`config.mk`:
```
export PLATFORM = sky130hd
export DESIGN_NAME = cte_top
export DESIGN_NICKNAME = d
export VERILOG_FILES = /design/src/verilog/cte_pkg.sv /design/src/verilog/cte_link_if.sv /design/src/verilog/cte_tec.sv /design/src/verilog/cte_interrupt_code.sv /design/src/verilog/cte_top.sv
export VERILOG_INCLUDE_DIRS = /design/src /design/src/verilog
export SDC_FILE = /design/constraint.sdc
export NUM_CORES = 1
export LEC_CHECK = 0
export ABC_AREA = 1
export BUFFER_PORTS_ARGS = -buffer_cell sky130_fd_sc_hd__buf_2
export CORE_ASPECT_RATIO = 0.6
export CORE_MARGIN = 5
export CORE_UTILIZATION = 49
export DETAILED_ROUTE_END_ITERATION = 8
export PLACE_DENSITY = 0.86
export SYNTH_ARGS = -nofsm -noshare
export SYNTH_HDL_FRONTEND = slang
export SYNTH_SLANG_ARGS = --single-unit
```
`constraint.sdc`:
```
create_clock -name clk_i -period 2.55 [get_ports clk_i]
set_input_delay 0.255 -clock clk_i [delete_from_list [all_inputs] [get_ports clk_i]]
set_output_delay 0.255 -clock clk_i [all_outputs]
set_load 0.005 [all_outputs]
```
`src/verilog/cte_defines.svh`:
```
`ifndef CTE_DEFINES_SVH
`define CTE_DEFINES_SVH

// Word indices of the register map (byte address = 4 * index)
`define CTE_OFF_DLC0     6'h00
`define CTE_OFF_DLC1     6'h01
`define CTE_OFF_DLC2     6'h02
`define CTE_OFF_TEC      6'h03
`define CTE_OFF_FLAGS    6'h04
`define CTE_OFF_EN       6'h05
`define CTE_OFF_CSTAT    6'h06
`define CTE_OFF_COMM     6'h07
`define CTE_OFF_MODE     6'h08

// Frame control byte layout
`define CTE_DLC_RTR_BIT  6
`define CTE_DLC_MASK     8'h4F
`define CTE_LEN_MAX      4'h8
`define CTE_RST_DLC      8'h00

// Transmit fault counting
`define CTE_RST_TEC      8'h00
`define CTE_TEC_MAX      8'hFF
`define CTE_TEC_INC      8'h08
`define CTE_TEC_DEC      8'h01
`define CTE_TEC_WARN     8'h5F
`define CTE_TEC_PASS     8'h7F
`define CTE_RECOV_CNT    8'h80

// Peripheral flag / enable bit positions
`define CTE_FLG_RX0      0
`define CTE_FLG_RX1      1
`define CTE_FLG_TX0      2
`define CTE_FLG_TX1      3
`define CTE_FLG_TX2      4
`define CTE_FLG_ERR      5
`define CTE_FLG_WAKE     6
`define CTE_FLG_INVAL    7

// Communication status bit positions
`define CTE_CS_EWARN     0
`define CTE_CS_RXWARN    1
`define CTE_CS_TXWARN    2
`define CTE_CS_RXBP      3
`define CTE_CS_TX_ERROR_PASSIVE_FLAG      4
`define CTE_CS_BUS_OFF_FLAG      5
`define CTE_CS_RXOVF     6

// Interrupt codes, lower value = higher priority except CTE_IC_FIFO_RX, which is ranked in place of RX0
`define CTE_IC_NONE      5'h00
`define CTE_IC_ERR       5'h01
`define CTE_IC_TX2       5'h02
`define CTE_IC_TX1       5'h03
`define CTE_IC_TX0       5'h04
`define CTE_IC_RX1       5'h05
`define CTE_IC_RX0       5'h06
`define CTE_IC_WAKE      5'h07
`define CTE_IC_INVAL     5'h08
`define CTE_IC_FIFO_RX   5'h10

`endif

```
`src/verilog/cte_pkg.sv`:
```
package cte_pkg;

	typedef enum logic [1:0] {
		CTE_LEGACY   = 2'h0,
		CTE_ENHANCED = 2'h1,
		CTE_FIFO     = 2'h2
	} cte_mode_e;

	// Gray along active -> passive -> bus-off
	typedef enum logic [1:0] {
		CTE_ACTIVE  = 2'b00,
		CTE_PASSIVE = 2'b01,
		CTE_BUSOFF  = 2'b11
	} cte_ec_e;

	typedef struct packed {
		cte_ec_e     st;
		logic [7:0]  cnt;
		logic [7:0]  rec;
	} cte_tec_s;

	typedef struct packed {
		logic            ack;
		logic [31:0]     rdat;
		logic [2:0][7:0] dlc;
		logic [7:0]      flags;
		logic [7:0]      en;
		cte_mode_e       mode;
		logic            rx_ovf;
		logic [4:0]      prev;
		logic            tx_rtr;
		logic [3:0]      tx_dlc;
		logic [3:0]      tx_bytes;
	} cte_top_s;

endpackage

```
`src/verilog/cte_link_if.sv`:
```
`timescale 1ns/1ns
`default_nettype none

interface cte_link_if;
	logic       ce;
	logic       tx_err;
	logic       tx_ok;
	logic       idle11;
	logic [7:0] count;
	logic       bus_off;
	logic       passive;
	logic       warn;
	logic [7:0] pending;
	logic [1:0] mode;
	logic [4:0] code;

	modport top (output ce, tx_err, tx_ok, idle11, pending, mode,
		input count, bus_off, passive, warn, code);
	modport tec (input ce, tx_err, tx_ok, idle11,
		output count, bus_off, passive, warn);
	modport enc (input pending, mode, output code);
endinterface

`default_nettype wire

```
`src/verilog/cte_tec.sv`:
```
`timescale 1ns/1ns
`default_nettype none
`include "cte_defines.svh"

module cte_tec #(
	parameter logic [7:0] RECOVER_N = `CTE_RECOV_CNT
) (
	input  wire logic clk_i,
	input  wire logic rst_i,
	cte_link_if.tec   lnk
);
	cte_pkg::cte_tec_s s;
	cte_pkg::cte_tec_s nxt;

	always_comb
	begin
		nxt = s;
		case (s.st)
			cte_pkg::CTE_ACTIVE, cte_pkg::CTE_PASSIVE:
			begin
				// An error in the same bit time as a success counts as an error
				if (lnk.tx_err)
				begin
					if (s.cnt > (`CTE_TEC_MAX - `CTE_TEC_INC))
					begin
						nxt.st  = cte_pkg::CTE_BUSOFF;
						nxt.cnt = `CTE_TEC_MAX;
						nxt.rec = `CTE_RST_TEC;
					end
					else
						nxt.cnt = s.cnt + `CTE_TEC_INC;
				end
				else if (lnk.tx_ok && s.cnt != `CTE_RST_TEC)
					nxt.cnt = s.cnt - `CTE_TEC_DEC;
				if (nxt.st != cte_pkg::CTE_BUSOFF)
					nxt.st = (nxt.cnt > `CTE_TEC_PASS) ? cte_pkg::CTE_PASSIVE
						: cte_pkg::CTE_ACTIVE;
			end
			cte_pkg::CTE_BUSOFF:
			begin
				if (lnk.idle11)
				begin
					if (s.rec == RECOVER_N - `CTE_TEC_DEC)
					begin
						nxt.st  = cte_pkg::CTE_ACTIVE;
						nxt.cnt = `CTE_RST_TEC;
						nxt.rec = `CTE_RST_TEC;
					end
					else
						nxt.rec = s.rec + `CTE_TEC_DEC;
				end
			end
			default:
				nxt = '0;
		endcase
	end

	always_ff @(posedge clk_i)
	begin
		if (rst_i)
			s <= '0;
		else if (lnk.ce)
			s <= nxt;
	end

	assign lnk.count   = s.cnt;
	assign lnk.bus_off = (s.st == cte_pkg::CTE_BUSOFF);
	assign lnk.passive = (s.cnt > `CTE_TEC_PASS);
	assign lnk.warn    = (s.cnt > `CTE_TEC_WARN);

	a_tec_overflow: assert property (@(posedge clk_i) disable iff (rst_i)
		(lnk.ce && !lnk.bus_off && lnk.tx_err && s.cnt > 8'hF7) |=> lnk.bus_off)
		else $error("overflow did not enter bus-off");
	a_tec_step_up: assert property (@(posedge clk_i) disable iff (rst_i)
		(lnk.ce && !lnk.bus_off && lnk.tx_err && s.cnt <= 8'hF7)
		|=> s.cnt == $past(s.cnt) + 8'h08)
		else $error("error did not add eight");
	a_bo_recover: assert property (@(posedge clk_i) disable iff (rst_i)
		(lnk.ce && lnk.bus_off && lnk.idle11 && s.rec == RECOVER_N - 8'h01)
		|=> (s.cnt == 8'h00 && !lnk.bus_off))
		else $error("bus-off recovery did not clear count");
	a_bo_hold: assert property (@(posedge clk_i) disable iff (rst_i)
		(lnk.bus_off && !(lnk.ce && lnk.idle11)) |=> lnk.bus_off && s.cnt == 8'hFF)
		else $error("bus-off left without recovery");
	c_bus_off: cover property (@(posedge clk_i) disable iff (rst_i) $rose(lnk.bus_off));
	c_recover: cover property (@(posedge clk_i) disable iff (rst_i) $fell(lnk.bus_off));
endmodule

`default_nettype wire

```
`src/verilog/cte_interrupt_code.sv`:
```
`timescale 1ns/1ns
`default_nettype none
`include "cte_defines.svh"

module cte_interrupt_code (
	cte_link_if.enc lnk
);
	logic legacy;

	assign legacy = (lnk.mode == cte_pkg::CTE_LEGACY);

	// Only enabled flags arrive here, so disabled sources never show
	always_comb
	begin
		lnk.code = `CTE_IC_NONE;
		if (lnk.pending[`CTE_FLG_ERR])
			lnk.code = `CTE_IC_ERR;
		else if (legacy && lnk.pending[`CTE_FLG_TX2])
			lnk.code = `CTE_IC_TX2;
		else if (legacy && lnk.pending[`CTE_FLG_TX1])
			lnk.code = `CTE_IC_TX1;
		else if (lnk.pending[`CTE_FLG_TX0])
			lnk.code = `CTE_IC_TX0;
		else if (legacy && lnk.pending[`CTE_FLG_RX1])
			lnk.code = `CTE_IC_RX1;
		else if (lnk.pending[`CTE_FLG_RX0])
			lnk.code = (lnk.mode == cte_pkg::CTE_FIFO) ? `CTE_IC_FIFO_RX
				: `CTE_IC_RX0;
		else if (lnk.pending[`CTE_FLG_WAKE])
			lnk.code = `CTE_IC_WAKE;
		else if (!legacy && lnk.pending[`CTE_FLG_INVAL])
			lnk.code = `CTE_IC_INVAL;
	end
endmodule

`default_nettype wire

```
`src/verilog/cte_top.sv`:
```
// The Wishbone register port and the register offsets were decided locally.
`timescale 1ns/1ns
`default_nettype none
`include "cte_defines.svh"

// How it works
// Frame control bit 6 sets the remote-request bit of frames from that buffer.
// Low four bits give payload bytes 0 to 8; codes above 8 reserved.
// Frame control bits 7, 5 and 4 read zero and ignore writes.
// Transmit fault count is 8-bit, read-only, zero after reset.
// Fault count overflow enters bus-off and stops bus participation.
// In bus-off, 128 runs of eleven recessive bits clear the count.
// Each interrupt source has its own enable bit.
// Eight interrupt flags in one register, eight enables in another.
// Read-only interrupt code in controller status shows the serviced source.
// Error flag set by overrun, warnings, error-passive or bus-off.
// Software reads communication status to find the error cause.
// Enhanced and FIFO modes share one transmit and one receive flag.
// Receive sources: received, wake-up, overrun, receive warning, receive passive.
// Transmit sources: transmitted, transmit warning, transmit passive, bus-off.
// Bus-off flag set while the fault count has overflowed.
// Transmit error-passive flag set while fault count exceeds 127.
// Code gives higher priority lower values, only enabled sources counted; FIFO receive code 10000 is ranked above wake-up and invalid.
// FIFO mode receive interrupt always gives code 10000.
// Fault count goes up eight on errors, down one on success.
// Flags stay until cleared; request raised while flag and enable coincide.
module cte_top (
	input  wire logic        clk_i,
	input  wire logic        rst_i,
	input  wire logic        ce_i,
	input  wire logic        wb_cyc_i,
	input  wire logic        wb_stb_i,
	input  wire logic        wb_we_i,
	input  wire logic [7:0]  wb_adr_i,
	input  wire logic [3:0]  wb_sel_i,
	input  wire logic [31:0] wb_dat_i,
	output logic      [31:0] wb_dat_o,
	output logic             wb_ack_o,
	input  wire logic [1:0]  tx_sel_i,
	output logic             tx_rtr_o,
	output logic      [3:0]  tx_dlc_o,
	output logic      [3:0]  tx_bytes_o,
	input  wire logic [2:0]  tx_done_i,
	input  wire logic        tx_err_i,
	input  wire logic        idle11_i,
	input  wire logic [1:0]  rx_done_i,
	input  wire logic        rx_overrun_i,
	input  wire logic        rx_warn_i,
	input  wire logic        rx_passive_i,
	input  wire logic        wake_i,
	input  wire logic        rx_invalid_i,
	output logic             bus_on_o,
	output logic             irq_o
);
	cte_pkg::cte_top_s s;
	cte_pkg::cte_top_s nxt;
	cte_link_if        lnk ();
	logic [5:0]        widx;
	logic [4:0]        lv;
	logic [4:0]        rise;
	logic [7:0]        evt;
	logic [7:0]        clr;
	logic [7:0]        comm;
	logic [7:0]        sel_dlc;
	logic              wr;
	logic              rd;

	cte_tec u_tec (
		.clk_i (clk_i),
		.rst_i (rst_i),
		.lnk   (lnk)
	);

	cte_interrupt_code u_interrupt_code (
		.lnk (lnk)
	);

	assign lnk.ce      = ce_i;
	assign lnk.tx_err  = tx_err_i;
	assign lnk.tx_ok   = |tx_done_i;
	assign lnk.idle11  = idle11_i;
	assign lnk.pending = s.flags & s.en;
	assign lnk.mode    = s.mode;

	always_comb
	begin
		nxt  = s;
		widx = wb_adr_i[7:2];
		// A write lands on the edge where the master sees ack
		wr   = wb_cyc_i & wb_stb_i & wb_we_i & s.ack & wb_sel_i[0];
		rd   = wb_cyc_i & wb_stb_i & ~wb_we_i & ~s.ack;
		nxt.ack = wb_cyc_i & wb_stb_i & ~s.ack;

		// Level sources raise the error flag on their rising edge only
		lv   = {lnk.bus_off, lnk.passive, lnk.warn, rx_passive_i, rx_warn_i};
		rise = lv & ~s.prev;
		nxt.prev = lv;

		evt = 8'h00;
		evt[`CTE_FLG_ERR]   = rx_overrun_i | (|rise);
		evt[`CTE_FLG_WAKE]  = wake_i;
		evt[`CTE_FLG_INVAL] = rx_invalid_i;
		if (s.mode == cte_pkg::CTE_LEGACY)
		begin
			evt[`CTE_FLG_RX0] = rx_done_i[0];
			evt[`CTE_FLG_RX1] = rx_done_i[1];
			evt[`CTE_FLG_TX0] = tx_done_i[0];
			evt[`CTE_FLG_TX1] = tx_done_i[1];
			evt[`CTE_FLG_TX2] = tx_done_i[2];
		end
		else
		begin
			evt[`CTE_FLG_RX0] = |rx_done_i;
			evt[`CTE_FLG_TX0] = |tx_done_i;
		end

		clr = 8'h00;
		if (wr && widx == `CTE_OFF_FLAGS)
			clr = wb_dat_i[7:0];
		// Set wins over a clear in the same cycle so no event is lost
		nxt.flags = (s.flags & ~clr) | evt;
		nxt.rx_ovf = (s.rx_ovf & ~(wr && widx == `CTE_OFF_COMM
			&& wb_dat_i[`CTE_CS_RXOVF])) | rx_overrun_i;

		if (wr)
		begin
			case (widx)
				`CTE_OFF_DLC0: nxt.dlc[0] = wb_dat_i[7:0] & `CTE_DLC_MASK;
				`CTE_OFF_DLC1: nxt.dlc[1] = wb_dat_i[7:0] & `CTE_DLC_MASK;
				`CTE_OFF_DLC2: nxt.dlc[2] = wb_dat_i[7:0] & `CTE_DLC_MASK;
				`CTE_OFF_EN: nxt.en = wb_dat_i[7:0];
				`CTE_OFF_MODE:
				begin
					// The unused mode encoding is refused, mode stays as it was
					if (wb_dat_i[1:0] != 2'h3)
						nxt.mode = cte_pkg::cte_mode_e'(wb_dat_i[1:0]);
				end
				default:
					nxt.mode = s.mode;
			endcase
		end

		if (rd)
		begin
			case (widx)
				`CTE_OFF_DLC0: nxt.rdat = {24'h000000, s.dlc[0]};
				`CTE_OFF_DLC1: nxt.rdat = {24'h000000, s.dlc[1]};
				`CTE_OFF_DLC2: nxt.rdat = {24'h000000, s.dlc[2]};
				`CTE_OFF_TEC: nxt.rdat = {24'h000000, lnk.count};
				`CTE_OFF_FLAGS: nxt.rdat = {24'h000000, s.flags};
				`CTE_OFF_EN: nxt.rdat = {24'h000000, s.en};
				`CTE_OFF_CSTAT: nxt.rdat = {27'h0000000, lnk.code};
				`CTE_OFF_COMM: nxt.rdat = {24'h000000, comm};
				`CTE_OFF_MODE: nxt.rdat = {30'h00000000, s.mode};
				default: nxt.rdat = 32'h00000000;
			endcase
		end

		// Frame fields handed to the transmitter; reserved lengths send eight bytes
		sel_dlc = (tx_sel_i == 2'h3) ? `CTE_RST_DLC : s.dlc[tx_sel_i];
		nxt.tx_rtr   = sel_dlc[`CTE_DLC_RTR_BIT];
		nxt.tx_dlc   = sel_dlc[3:0];
		nxt.tx_bytes = (sel_dlc[3:0] > `CTE_LEN_MAX) ? `CTE_LEN_MAX : sel_dlc[3:0];
	end

	always_comb
	begin
		comm = 8'h00;
		comm[`CTE_CS_EWARN]  = lnk.warn | rx_warn_i;
		comm[`CTE_CS_RXWARN] = rx_warn_i;
		comm[`CTE_CS_TXWARN] = lnk.warn;
		comm[`CTE_CS_RXBP]   = rx_passive_i;
		comm[`CTE_CS_TX_ERROR_PASSIVE_FLAG]   = lnk.passive;
		comm[`CTE_CS_BUS_OFF_FLAG]   = lnk.bus_off;
		comm[`CTE_CS_RXOVF]  = s.rx_ovf;
	end

	always_ff @(posedge clk_i)
	begin
		if (rst_i)
			s <= '0;
		else if (ce_i)
			s <= nxt;
	end

	assign wb_ack_o   = s.ack;
	assign wb_dat_o   = s.rdat;
	assign tx_rtr_o   = s.tx_rtr;
	assign tx_dlc_o   = s.tx_dlc;
	assign tx_bytes_o = s.tx_bytes;
	assign bus_on_o   = ~lnk.bus_off;
	assign irq_o      = |(s.flags & s.en);

	a_wb_ack_once: assert property (@(posedge clk_i) disable iff (rst_i)
		(ce_i && wb_cyc_i && wb_stb_i && !wb_ack_o) |=> wb_ack_o ##1 !wb_ack_o [*1])
		else $error("ack not a single cycle after request");
	a_dlc_unused: assert property (@(posedge clk_i) disable iff (rst_i)
		(wb_ack_o && !wb_we_i && wb_adr_i[7:2] <= 6'h02)
		|-> (wb_dat_o & 32'hFFFFFFB0) == 32'h00000000)
		else $error("unused frame control bits read nonzero");
	a_rtr_follow: assert property (@(posedge clk_i) disable iff (rst_i)
		(ce_i && tx_sel_i == 2'h1) |=> tx_rtr_o == $past(s.dlc[1][6]))
		else $error("remote request not taken from buffer");
	a_len_limit: assert property (@(posedge clk_i) disable iff (rst_i)
		(ce_i && tx_sel_i == 2'h0 && s.dlc[0][3:0] >= 4'h8) |=> tx_bytes_o == 4'h8)
		else $error("payload length beyond eight bytes");
	a_err_source: assert property (@(posedge clk_i) disable iff (rst_i)
		(ce_i && rx_overrun_i) |=> s.flags[5] && s.rx_ovf)
		else $error("overrun did not set error flag");
	a_flag_sticky: assert property (@(posedge clk_i) disable iff (rst_i)
		(s.flags[6] && !(wr && widx == 6'h04 && wb_dat_i[6])) |=> s.flags[6])
		else $error("flag dropped without a clear");
	a_irq_raise: assert property (@(posedge clk_i) disable iff (rst_i)
		(ce_i && wake_i && s.en[6]) |=> irq_o)
		else $error("enabled event did not raise request");
	a_shared_tx: assert property (@(posedge clk_i) disable iff (rst_i)
		(ce_i && s.mode != cte_pkg::CTE_LEGACY && tx_done_i != 3'h0) |=> s.flags[2])
		else $error("shared transmit flag not set");
	a_fifo_code: assert property (@(posedge clk_i) disable iff (rst_i)
		(s.mode == cte_pkg::CTE_FIFO && lnk.pending[2:0] == 3'h1 && !lnk.pending[5])
		|-> lnk.code == 5'h10)
		else $error("FIFO receive code wrong");
	a_code_prio: assert property (@(posedge clk_i) disable iff (rst_i)
		lnk.pending[5] |-> lnk.code == 5'h01)
		else $error("error interrupt not highest priority");
	a_code_masked: assert property (@(posedge clk_i) disable iff (rst_i)
		(lnk.pending == 8'h00) |-> lnk.code == 5'h00 && !irq_o)
		else $error("code shows a disabled source");
	c_fifo_rx: cover property (@(posedge clk_i) disable iff (rst_i) lnk.code == 5'h10);
	c_irq: cover property (@(posedge clk_i) disable iff (rst_i) $rose(irq_o));
	c_clear: cover property (@(posedge clk_i) disable iff (rst_i) $fell(s.flags[5]));
endmodule

`default_nettype wire

```
==> results of run 1 <==
[critical path, stage by stage, from the launching register on]
cell,delay (ns)
sky130_fd_sc_hd__dfxtp_1,0.37
sky130_fd_sc_hd__inv_1,0.10
sky130_fd_sc_hd__ha_1,0.22
sky130_fd_sc_hd__nand3_1,0.09
sky130_fd_sc_hd__nor2_1,0.05
sky130_fd_sc_hd__nor2_1,0.54
sky130_fd_sc_hd__nand3_1,0.22
sky130_fd_sc_hd__o211ai_1,0.23
sky130_fd_sc_hd__a21oi_1,0.08
[kinds of logic after synthesis]
family / Yosys count / synth area share [%]
XOR/XNOR: 5 / 1.03
AND/OR/NAND/NOR: 285 / 28.9
buffers and inverters: 126 / 15.0
other: 1 / 0.0878
flip-flops: 74 / 34.7
AO/OA/AOI/OAI: 149 / 18.6
adder cells (fa/ha/maj): 6 / 1.76
[synthesized netlist by cell type (all sizes together)]
cell	instances
conb	1
o2111ai	1
a21boi	1
a21oi	71
nor3b	1
o22ai	1
or3	1
o21bai	1
a31oi	2
nand2	146
o21ai	61
nand4	10
nor2	71
buf	46
nand3	44
dfxtp	74
o31ai	1
clkbuf	11
o221ai	1
a22oi	2
o211ai	5
clkinv	1
and3	1
xor2	4
nor3	7
a2bb2oi	2
xnor2	1
inv	68
ha	6
or2	2
nor4	2
[metal layers]
| layer | vias to the layer above | GRT usage [%] |
|---|---|---|
| met5 | - | 0 |
| met4 | 0 | 8.73 |
| met3 | 28 | 9.19 |
| met2 | 256 | 33.0 |
| met1 | 2017 | 32.7 |
| li1 | 2122 | - |
[registers in the layout (all words and copies together) (netlist names), 2 cells and up]
| signal | count |
|---|---|
| lnk.mode | 2 |
| u_tec.s | 10 |
| s | 36 |
| wb_dat_o | 8 |
| tx_dlc_o | 4 |
| u_tec.lnk.count | 8 |
| tx_bytes_o | 3 |
[report_power, final]
part / total (uW) / switching (uW) / internal [uW] / leakage, uW
registers: 1230 / 37.7 / 1190 / 0.000602
clock network: 1480 / 474 / 1010 / 0.000169
logic: 377 / 251 / 126 / 0.00140
[layout by cell type, fill, tap and decap left out, types with 2 or more instances in the layout]
cell and count:
sky130_fd_sc_hd__buf_4 6, sky130_fd_sc_hd__inv_2 3, sky130_fd_sc_hd__clkbuf_16 9, sky130_fd_sc_hd__clkbuf_8 2, sky130_fd_sc_hd__nor2_1 66, sky130_fd_sc_hd__nor3_1 6, sky130_fd_sc_hd__o21ai_0 60, sky130_fd_sc_hd__a31oi_1 2
sky130_fd_sc_hd__a21oi_1 71, sky130_fd_sc_hd__bufinv_16 3, sky130_fd_sc_hd__conb_1 24, sky130_fd_sc_hd__a2bb2oi_1 2, sky130_fd_sc_hd__nor2_2 4, sky130_fd_sc_hd__dfxtp_1 74, sky130_fd_sc_hd__nand3_1 43, sky130_fd_sc_hd__inv_1 65
sky130_fd_sc_hd__nand2_4 3, sky130_fd_sc_hd__o211ai_1 5, sky130_fd_sc_hd__ha_1 6, sky130_fd_sc_hd__nand2_1 143, sky130_fd_sc_hd__buf_2 54, sky130_fd_sc_hd__nand4_1 10, sky130_fd_sc_hd__a22oi_1 2, sky130_fd_sc_hd__xor2_1 4
sky130_fd_sc_hd__nor4_1 2
[worst paths after layout]
path,from,cells past startpoint,end,slack (ns)
max,u_tec.lnk.count[0],8,u_tec.lnk.count[2],0.53
min,wb_dat_i[4],3,s[21],0.17
max reg2reg,u_tec.lnk.count[0],8,u_tec.lnk.count[2],0.53
min reg2reg,wb_dat_o[1],2,wb_dat_o[1],0.46
[metrics by stage]
step	cell area (um2)	power, uW	worst slack (ns)	hold WS, ns	utilization [%]
6_report	4790	3090	0.530	0.169	56.4
5_1_grt	4790	3210	0.215	0.180	56.4
4_1_cts	4790	3100	0.582	0.170	56.4
3_5_place_dp	4430	1620	0.585	0.456	52.2
3_3_place_gp	4430	1600	0.622	0.448	52.2
2_1_floorplan	4360	1530	1.02	0.390	-
[cell type report]
type	instances	area share, %
sequential	74	31.0
clock inverter	4	2.04
multi-input combinational	469	46.7
clock buffer	12	5.36
tap	112	2.93
inverter	69	5.41
timing repair buffer	60	6.59
==> out/metrics.yaml, run 1 <==
status:
  status: "finished, final reports clean"
sta:
  report.final.setup_viol: 0
  count_of_pins_over_their_slew_limit: 0
  maxClockFrequency_ghz: 0.495
  min_period_over_period_pct: 79.2
  hold_violations: 0
  fin_tns_setup_ns: 0
  tightest_slew_ns: 0.706
  fin_skew_ns: 0.00358
  max_slew_margin_pct: 52.8
  rsz_0062_raised_after_global_routing: "no"
  timing.final.crit_period_ns: 2.02
job:
  max-cap-violations: 0
clock_tree:
  insertion_delay_ns: 0.34
  tritoncts: "built"
  clock_tree.buffer_depth: 2
  post_cts_resized: 0
  cts_made_buffers: 9
  worst_setup_hold_path_clk_slew_ns: 0.06
  number_of_h_tree_levels: 3
  post_cts_hold_buffer_count: 0
  cts_root_buffer: "sky130_fd_sc_hd__clkbuf_16"
  postCtsSetupBuffers: 0
  numClockSinks: 74
critical_path:
  critical_path.startpoint_type: "flop"
  worst_ep_arrival_time_ns: 2.23
  worstSetupEndpointType: "flop"
  cp_max_fo: 12
  path_class: "flop to flop"
  required_ns: 2.76
floorplan:
  design.portCount: 108
  die_height_um: 82.3
  die_width_um: 131
  core.rowCount: 26
  area_of_the_die_um2: 10700
  initial_utilization_pct: 50.3
  coreArea_um2: 8490
logic_synthesis:
  synth.top_cell.area_share_pct: 34.7
  syn_area_um2: 4270
  netlist_top_cells_area: "sky130_fd_sc_hd__dfxtp_1 (35%), sky130_fd_sc_hd__nand2_1 (13%), sky130_fd_sc_hd__a21oi_1 (8.3%)"
  syn_avg_cell_area_um2: 6.61
  synth.yosys.warnings: 0
  synth-seq-area-share_pct: 34.7
  synth_seq_cells: 74
  post_synth_top_area_cell: "sky130_fd_sc_hd__dfxtp_1"
  syn-instance-count: 646
  count_of_distinct_cell_types_in_the_synthesized_netlist: 41
cells_and_area:
  layout-area-overhead-vs-synth_pct: 12.1
  final_layout_size_suffix_gt1_share_pct: 13.1
  fin_nets: 753
  layout.filler_cells: 837
  multi_input_area_um2: 2240
  register_area_um2: 1480
  layoutNonFillerInstCount: 800
  antenna_cells_inserted: 0
placement:
  numPortBuffers: 54
  finalWeightedCongestion: 1.03
  detailed_place_hpwl_mm: 9.76
  place.detailed.instances: 784
grt:
  grt_pass1_vias: 4037
  global_route_wire_length_before_repair_mm: 19.6
  global_route.overflow_total: 0
  grt_util_all_layers_pct: 23.6
  grt_max_degree: 35
  initial_antenna_violation_count: 0
route:
  drc_markers: 0
  wire_length_on_met1_mm: 5.51
  iter_0_drt_violations: 543
  met3WireLength_mm: 1.69
  post_drt_wl_per_cell_um: 15.7
  topRoutingLayerUsed: "met4"
  drtAntennaViolNets: 0
  routed-via-count: 4423
  postRouteWirelength_mm: 12.6
  detailroute.wirelength.met2_mm: 5.12
  firstDrtPassIters: 6
  vias_per_cell: 5.53
power_and_ir_drop:
  power_density_nw_per_um2: 646
  peakVddDrop_mv: 0.356
  p_leak_uw: 0.00217
worst_hold_path:
  worstHoldPathType: "input port to flop"
(Power assumes the default switching activity.)
==> run 2: changes to the inputs <==
--- a/config.mk
+++ b/config.mk
@@ -10,9 +10,9 @@
 export BUFFER_PORTS_ARGS = -buffer_cell sky130_fd_sc_hd__buf_2
 export CORE_ASPECT_RATIO = 0.6
 export CORE_MARGIN = 5
-export CORE_UTILIZATION = 49
+export CORE_UTILIZATION = 48
 export DETAILED_ROUTE_END_ITERATION = 8
-export PLACE_DENSITY = 0.86
+export PLACE_DENSITY = 0.87
 export SYNTH_ARGS = -nofsm -noshare
 export SYNTH_HDL_FRONTEND = slang
 export SYNTH_SLANG_ARGS = --single-unit
==> constraint.sdc (replaced) <==
create_clock -name clk_i -period 1.8 [get_ports clk_i]
set_input_delay 0.18 -clock clk_i [delete_from_list [all_inputs] [get_ports clk_i]]
set_output_delay 0.18 -clock clk_i [all_outputs]
set_load 0.005 [all_outputs]
==> run 2 against run 1 <==
Effect of this change:
- combinational power grew 58%
- largest power group unchanged
- sequential power rose by 41%
- final cell count increased by 2.5%
- critical endpoint is now u_tec.lnk.count[0]
- largest cell class unchanged
- die area increased by 1.9%
- highest routed layer unchanged
- critical path depth increased by 3
- flip-flop and latch count did not move
==> out/metrics.yaml, run 2 (synthesis gave the netlist of run 1 again) <==
status:
  status: "finished, final reports clean"
clock_tree:
  tritoncts: "built"
  worst_setup_hold_path_clk_slew_ns: 0.05  # about the same
  insertion_delay_ns: 0.34  # about the same
  clock_tree.buffer_depth: 2  # unchanged
  number_of_h_tree_levels: 3  # unchanged
  cts_root_buffer: "sky130_fd_sc_hd__clkbuf_16"
  numClockSinks: 74  # unchanged
  cts_made_buffers: 9  # unchanged
  post_cts_hold_buffer_count: 0  # unchanged
floorplan:
  coreArea_um2: 8590  # +1.1%
  area_of_the_die_um2: 10900  # +1.9%
  design.portCount: 108  # unchanged
  initial_utilization_pct: 49.7  # -0.57 points
  die_width_um: 132  # +0.96%
  core.rowCount: 26  # unchanged
  die_height_um: 83.1  # +0.91%
cells_and_area:
  final_layout_size_suffix_gt1_share_pct: 17.1  # +4.0 points
  fin_nets: 773  # +2.7%
  antenna_cells_inserted: 0  # unchanged
  layout-area-overhead-vs-synth_pct: 15.4
  final_common_cell: "sky130_fd_sc_hd__nand2_1"
  regMostFlops: "s"
  largest_register_ff_count: 36  # unchanged
  most-common-layout-cells: "sky130_fd_sc_hd__nand2_1 (140), sky130_fd_sc_hd__a21oi_1 (70), sky130_fd_sc_hd__dfxtp_1 (70)"
  largestRegisters: "s: 36 flops, u_tec.s: 10 flops"
placement:
  finalWeightedCongestion: 1.03  # -0.22%
  numPortBuffers: 54  # unchanged
  detailed_place_hpwl_mm: 9.87  # +1.1%
critical_path:
  crit_buf_inv: 2  # +1
  critical_path.reg2reg.startpoint: "u_tec.s[0]"
  cp_max_fo: 5  # -7
  worstSetupEndpointType: "flop"
  critical_path.startpoint_type: "flop"
  path_class: "flop to flop"
  max_stage_delay_ns: 0.35  # -0.19 ns
  crit_chain: "ha_2, nand2_2, inv_1, nand2_1, nor2_2, nand3_1, nand2_2, nand2_2, buf_4, a21oi_1, nor2_1"
  startpoint: "u_tec.s[0]"
  required_ns: 2.03  # -0.73 ns
  crit_top_cell: "sky130_fd_sc_hd__nand2_2"
  worst_ep_arrival_time_ns: 1.93  # -0.30 ns
  path_delay_family: "simple AND/OR/NAND/NOR gates"
  crit_slowest_cell: "sky130_fd_sc_hd__dfxtp_2"
job:
  max-cap-violations: 0  # unchanged
route:
  firstDrtPassIters: 5  # -1
  detailroute.wirelength.met2_mm: 5.41  # +5.5%
  postRouteWirelength_mm: 12.9  # +2.3%
  iter_0_drt_violations: 404  # -26%
  drtAntennaViolNets: 0  # unchanged
  routed-via-count: 4507  # +1.9%
  topRoutingLayerUsed: "met4"
  vias_per_cell: 5.50  # -0.59%
  drc_markers: 0  # unchanged
  post_drt_wl_per_cell_um: 15.7  # -0.18%
  wire_length_on_met1_mm: 5.73  # +4.0%
  met3WireLength_mm: 1.54  # -9.0%
grt:
  grt_util_all_layers_pct: 23.4  # -0.25 points
  grt_max_degree: 35  # unchanged
  initial_antenna_violation_count: 0  # unchanged
  global_route.overflow_total: 0  # unchanged
  global_route_wire_length_before_repair_mm: 20.8  # +6.1%
  grt_pass1_vias: 4144  # +2.7%
sta:
  max_slew_margin_pct: 66.5  # +14 points
  tightest_slew_ns: 0.502  # -0.204 ns
  report.final.setup_viol: 0  # unchanged
  timing.final.crit_period_ns: 1.70  # -0.325 ns
  fin_skew_ns: 0.00571  # +0.00213 ns
  hold_violations: 0  # unchanged
  min_period_over_period_pct: 94.2  # +15 points
  count_of_pins_over_their_slew_limit: 0  # unchanged
  fin_tns_setup_ns: 0  # unchanged
  maxClockFrequency_ghz: 0.590  # +19%
worst_hold_path:
  min-delay-start: "ce_i"
  worstHoldPathType: "input port to flop"
power_and_ir_drop:
  peakVddDrop_mv: 0.635  # +78%
  power_density_nw_per_um2: 864  # +34%
  report.power.total_uw: 4260  # +38%
  p_leak_uw: 0.00226  # +4.1%
run 2: cell count changes in the layout (fill, tap and decap cells not counted), moves of 2 or more:
cell | previous run | this run
sky130_fd_sc_hd__buf_4 | 6 | 25
sky130_fd_sc_hd__dfxtp_1 | 74 | 70
sky130_fd_sc_hd__dfxtp_2 | 0 | 4
sky130_fd_sc_hd__nand2_1 | 143 | 140
sky130_fd_sc_hd__nand2_2 | 0 | 3
sky130_fd_sc_hd__clkinv_2 | 0 | 2
run 2: metrics by stage:
stage | hold slack [ns] | instance area, um2 | instances | setup slack (ns) | util [%]
3_3_place_gp | 0.412 | 4570 | 803 | 0.0388 | 53.3
3_5_place_dp | 0.429 | 4570 | 803 | -0.0262 | 53.3
2_1_floorplan | 0.315 | 4360 | 669 | 0.274 | -
5_1_grt | 0.0731 | 4930 | 820 | -0.0219 | 57.4
6_report | 0.0768 | 4930 | 820 | 0.105 | 57.4
4_1_cts | 0.0714 | 4900 | 819 | 0.00899 | 57.0
run 2: final cells by class:
type	count	area, um2
Clock buffer	11	243
Timing Repair Buffer	80	469
Multi-Input combinational cell	469	2250
Inverter	69	259
Fill cell	852	3660
Clock inverter	5	77.6
Tap cell	112	140
Sequential cell	74	1490
run 2: power by group:
group	switching [uW]	total (uW)	internal [uW]	leakage, uW
logic	380	595	215	0.00150
clock network	682	1930	1250	0.000156
registers	44.0	1730	1690	0.000603
run 2: final timing paths:
kind,endpoint,slack [ns],depth (start not counted)
worst min register to register,wb_dat_o[3],0.46,2
worst max-delay path,u_tec.lnk.count[0],0.10,11
worst min-delay path,tx_rtr_o,0.08,2
worst max register to register,u_tec.lnk.count[0],0.10,11
run 2: routing by layer:
metal  track usage (%)  vias up
met4              6.63        0
li1                  -     2165
met3              8.51       19
met1              32.2     2068
met5                 0        -
met2              34.3      255
run 2: repair_timing:
action	4_1_cts	5_1_grt
setup endpoints to repair	2	15
gates resized for setup	2	10
endpoints found under the hold margin	0	0
pin swaps	0	1
buffers inserted	0	1
cloned	0	0
run 2: worst reg2reg max path: stages, from the launching register on:
cell                      delay, ns
sky130_fd_sc_hd__dfxtp_2       0.35
sky130_fd_sc_hd__ha_2          0.19
sky130_fd_sc_hd__nand2_2       0.08
sky130_fd_sc_hd__inv_1         0.06
sky130_fd_sc_hd__nand2_1       0.09
sky130_fd_sc_hd__nor2_2        0.14
sky130_fd_sc_hd__nand3_1       0.11
sky130_fd_sc_hd__nand2_2       0.09
sky130_fd_sc_hd__nand2_2       0.10
sky130_fd_sc_hd__buf_4         0.18
sky130_fd_sc_hd__a21oi_1       0.14
sky130_fd_sc_hd__nor2_1        0.06
==> run 3: changes to the inputs <==
--- a/config.mk
+++ b/config.mk
@@ -10,9 +10,9 @@
 export BUFFER_PORTS_ARGS = -buffer_cell sky130_fd_sc_hd__buf_2
 export CORE_ASPECT_RATIO = 0.6
 export CORE_MARGIN = 5
-export CORE_UTILIZATION = 48
+export CORE_UTILIZATION = 35
 export DETAILED_ROUTE_END_ITERATION = 8
-export PLACE_DENSITY = 0.87
+export PLACE_DENSITY = 0.7
 export SYNTH_ARGS = -nofsm -noshare
 export SYNTH_HDL_FRONTEND = slang
 export SYNTH_SLANG_ARGS = --single-unit
==> run 3 against run 2 <==
Effect of this change:
- combinational power is essentially flat
- sequential share of layout area down 0.58 points
- critical path depth decreased by 1
- die area increased by 33%
- sequential power is essentially flat
- largest power group unchanged
- final cell count up 6.5%
- highest routed layer unchanged
- count of clock-buffer cells in the layout did not move
- via count fell by 3.8%
- fmax down 1.7%
==> out/metrics.yaml, run 3 (synthesis gave the netlist of run 1 again) <==
status:
  status: "finished, final reports clean"
critical_path:
  path_class: "flop to flop"
  required_ns: 2.02  # about the same
  max_stage_delay_ns: 0.34  # about the same
  path_delay_family: "simple AND/OR/NAND/NOR gates"
  crit_buf_inv: 2  # unchanged
  crit_chain: "inv_1, ha_1, nand3_1, nor2_2, nor2_2, clkdlybuf4s15_2, o21ai_0, nand2_1, nand3_1, a21oi_1"
  cp_max_fo: 6  # +1
  critical_path.reg2reg.startpoint: "u_tec.lnk.count[0]"
  worst_ep_arrival_time_ns: 1.94  # about the same
  critical_path.startpoint_type: "flop"
  startpoint: "u_tec.lnk.count[0]"
  worstSetupEndpointType: "flop"
  crit_slowest_cell: "sky130_fd_sc_hd__dfxtp_2"
cells_and_area:
  regMostFlops: "s"
  antenna_cells_inserted: 0  # unchanged
  most-common-layout-cells: "sky130_fd_sc_hd__nand2_1 (142), sky130_fd_sc_hd__a21oi_1 (70), sky130_fd_sc_hd__dfxtp_1 (70)"
  final_layout_size_suffix_gt1_share_pct: 17.2  # +0.14 points
  layoutNonFillerInstCount: 873  # +6.5%
  largest_register_ff_count: 36  # unchanged
  fin_nets: 773  # unchanged
  layout.filler_cells: 1284  # +51%
  area_of_all_placed_cells_without_fillers_um2: 5020  # +2.0%
  layout-area-overhead-vs-synth_pct: 17.6
  final_common_cell: "sky130_fd_sc_hd__nand2_1"
  largestRegisters: "s: 36 flops, u_tec.s: 10 flops"
floorplan:
  core.rowCount: 31  # +19%
  die_height_um: 95.6  # +15%
  coreArea_um2: 12000  # +40%
  area_of_the_die_um2: 14600  # +33%
  die_width_um: 153  # +16%
  initial_utilization_pct: 35.6  # -14 points
  design.portCount: 108  # unchanged
sta:
  hold_violations: 0  # unchanged
  maxClockFrequency_ghz: 0.580  # -1.7%
  post-route-worst-setup-slack_ns: 0.0754  # -0.0292 ns
  max_slew_margin_pct: 64.4  # -2.1 points
  timing.hold.ws_ns: 0.0752  # -0.00166 ns
  min_period_over_period_pct: 95.8  # +1.6 points
  fin_tns_setup_ns: 0  # unchanged
  count_of_pins_over_their_slew_limit: 0  # unchanged
  tightest_slew_ns: 0.529  # +0.0271 ns
  fin_skew_ns: 0.00572  # +0.0000162 ns
  timing.final.crit_period_ns: 1.72  # +0.0292 ns
  report.final.setup_viol: 0  # unchanged
clock_tree:
  cts_root_buffer: "sky130_fd_sc_hd__clkbuf_16"
  cts_made_buffers: 9  # unchanged
  worst_setup_hold_path_clk_slew_ns: 0.06  # about the same
  insertion_delay_ns: 0.35  # about the same
  clock_tree.buffer_depth: 2  # unchanged
  number_of_h_tree_levels: 3  # unchanged
  tritoncts: "built"
  numClockSinks: 74  # unchanged
route:
  post_drt_wl_per_cell_um: 14.7  # -6.6%
  postRouteWirelength_mm: 12.8  # -0.59%
  firstDrtPassIters: 5  # unchanged
  routed-via-count: 4336  # -3.8%
  iter_0_drt_violations: 549  # +36%
  drtAntennaViolNets: 0  # unchanged
  vias_per_cell: 4.97  # -9.6%
  drc_markers: 0  # unchanged
power_and_ir_drop:
  p_leak_uw: 0.00227  # +0.30%
  pwr-share-comb_pct: 13.6  # -0.4 points
  power_switching_uw: 1160  # +5.0%
  sw_frac_of_total_pct: 26.6  # +0.60 points
  power_frac_clock_pct: 46.6  # +1.3 points
  power_density_nw_per_um2: 870  # +0.63%
  peakVddDrop_mv: 0.517  # -19%
  internal_power_uw: 3210  # +1.8%
  share_seq_of_total_power_pct: 39.8  # -0.9 points
grt:
  initial_antenna_violation_count: 0  # unchanged
  global_route_wire_length_before_repair_mm: 20.0  # -4.1%
  global_route.overflow_total: 0  # unchanged
  grt_util_all_layers_pct: 17.4  # -6.0 points
  grt_max_degree: 35  # unchanged
  grt_pass1_vias: 3665  # -12%
placement:
  detailed_place_hpwl_mm: 9.77  # -0.96%
  place_ws_ns: 0.123  # +0.149 ns
  placed_cell_area_um2: 4650  # +1.6%
  place.detailed.instances: 855  # +6.5%
  numPortBuffers: 54  # unchanged
  finalWeightedCongestion: 0.962  # -6.2%
worst_hold_path:
  worstHoldPathType: "input port to flop"
  min-delay-start: "ce_i"
job:
  max-cap-violations: 0  # unchanged
## run 3: final cells by class
cell class / instances / area [um2] / share of cell area, %
clock buffers: 11 / 253 / 5.03
clock inverters: 5 / 85.1 / 1.69
inverters: 69 / 259 / 5.16
multi-input cells: 469 / 2250 / 44.8
flip-flops and latches: 74 / 1490 / 29.6
well taps: 165 / 206 / 4.11
repair buffers: 80 / 482 / 9.59
## run 3: power groups by stage
stage / sequential [uW] / combinational [uW] / clock (uW)
floorplan: 1760 / 413 / 0
global placement: 1770 / 547 / 0
detailed placement: 1770 / 549 / 0
CTS: 1740 / 553 / 2070
global route: 1750 / 662 / 2140
finish: 1740 / 593 / 2040
## run 3: path summary, 6_finish.rpt
kind                        endpoint  slack [ns]  cells past startpoint
setup / recovery  u_tec.lnk.count[4]        0.08                     10
hold / removal              tx_rtr_o        0.08                      2
setup reg to reg  u_tec.lnk.count[4]        0.08                     10
hold reg to reg                s[12]        0.46                      2
## run 3: layer usage
metal	part of all wire, %	wire length (um)	GRT usage (%)
met5	0	0	0
met4	0.99	127	4.52
met3	11	1350	5.08
met2	36	4610	22.1
met1	52	6710	27.5
## run 3: what timing repair did
action | 4_1_cts | 5_1_grt
hold buffers | 0 | 0
setup endpoints to repair | 0 | 11
buffers inserted | 0 | 1
gates resized for setup | 0 | 11
## run 3: metrics by stage
step                      total power (uW)  utilization [%]
after floorplan                       2170                -
after global placement                2320             38.8
after detailed placement              2320             38.8
after CTS                             4360             41.6
after global routing                  4540             41.9
final                                 4370             41.9
## run 3: worst reg2reg max path: cells and delay by family, from the launching register on
family | cells | cell delay (ns)
AND/OR/NAND/NOR | 5 | 0.43
buffers and inverters | 2 | 0.37
flip-flops | 1 | 0.34
AO/OA/AOI/OAI | 2 | 0.25
adder cells (fa/ha/maj) | 1 | 0.20
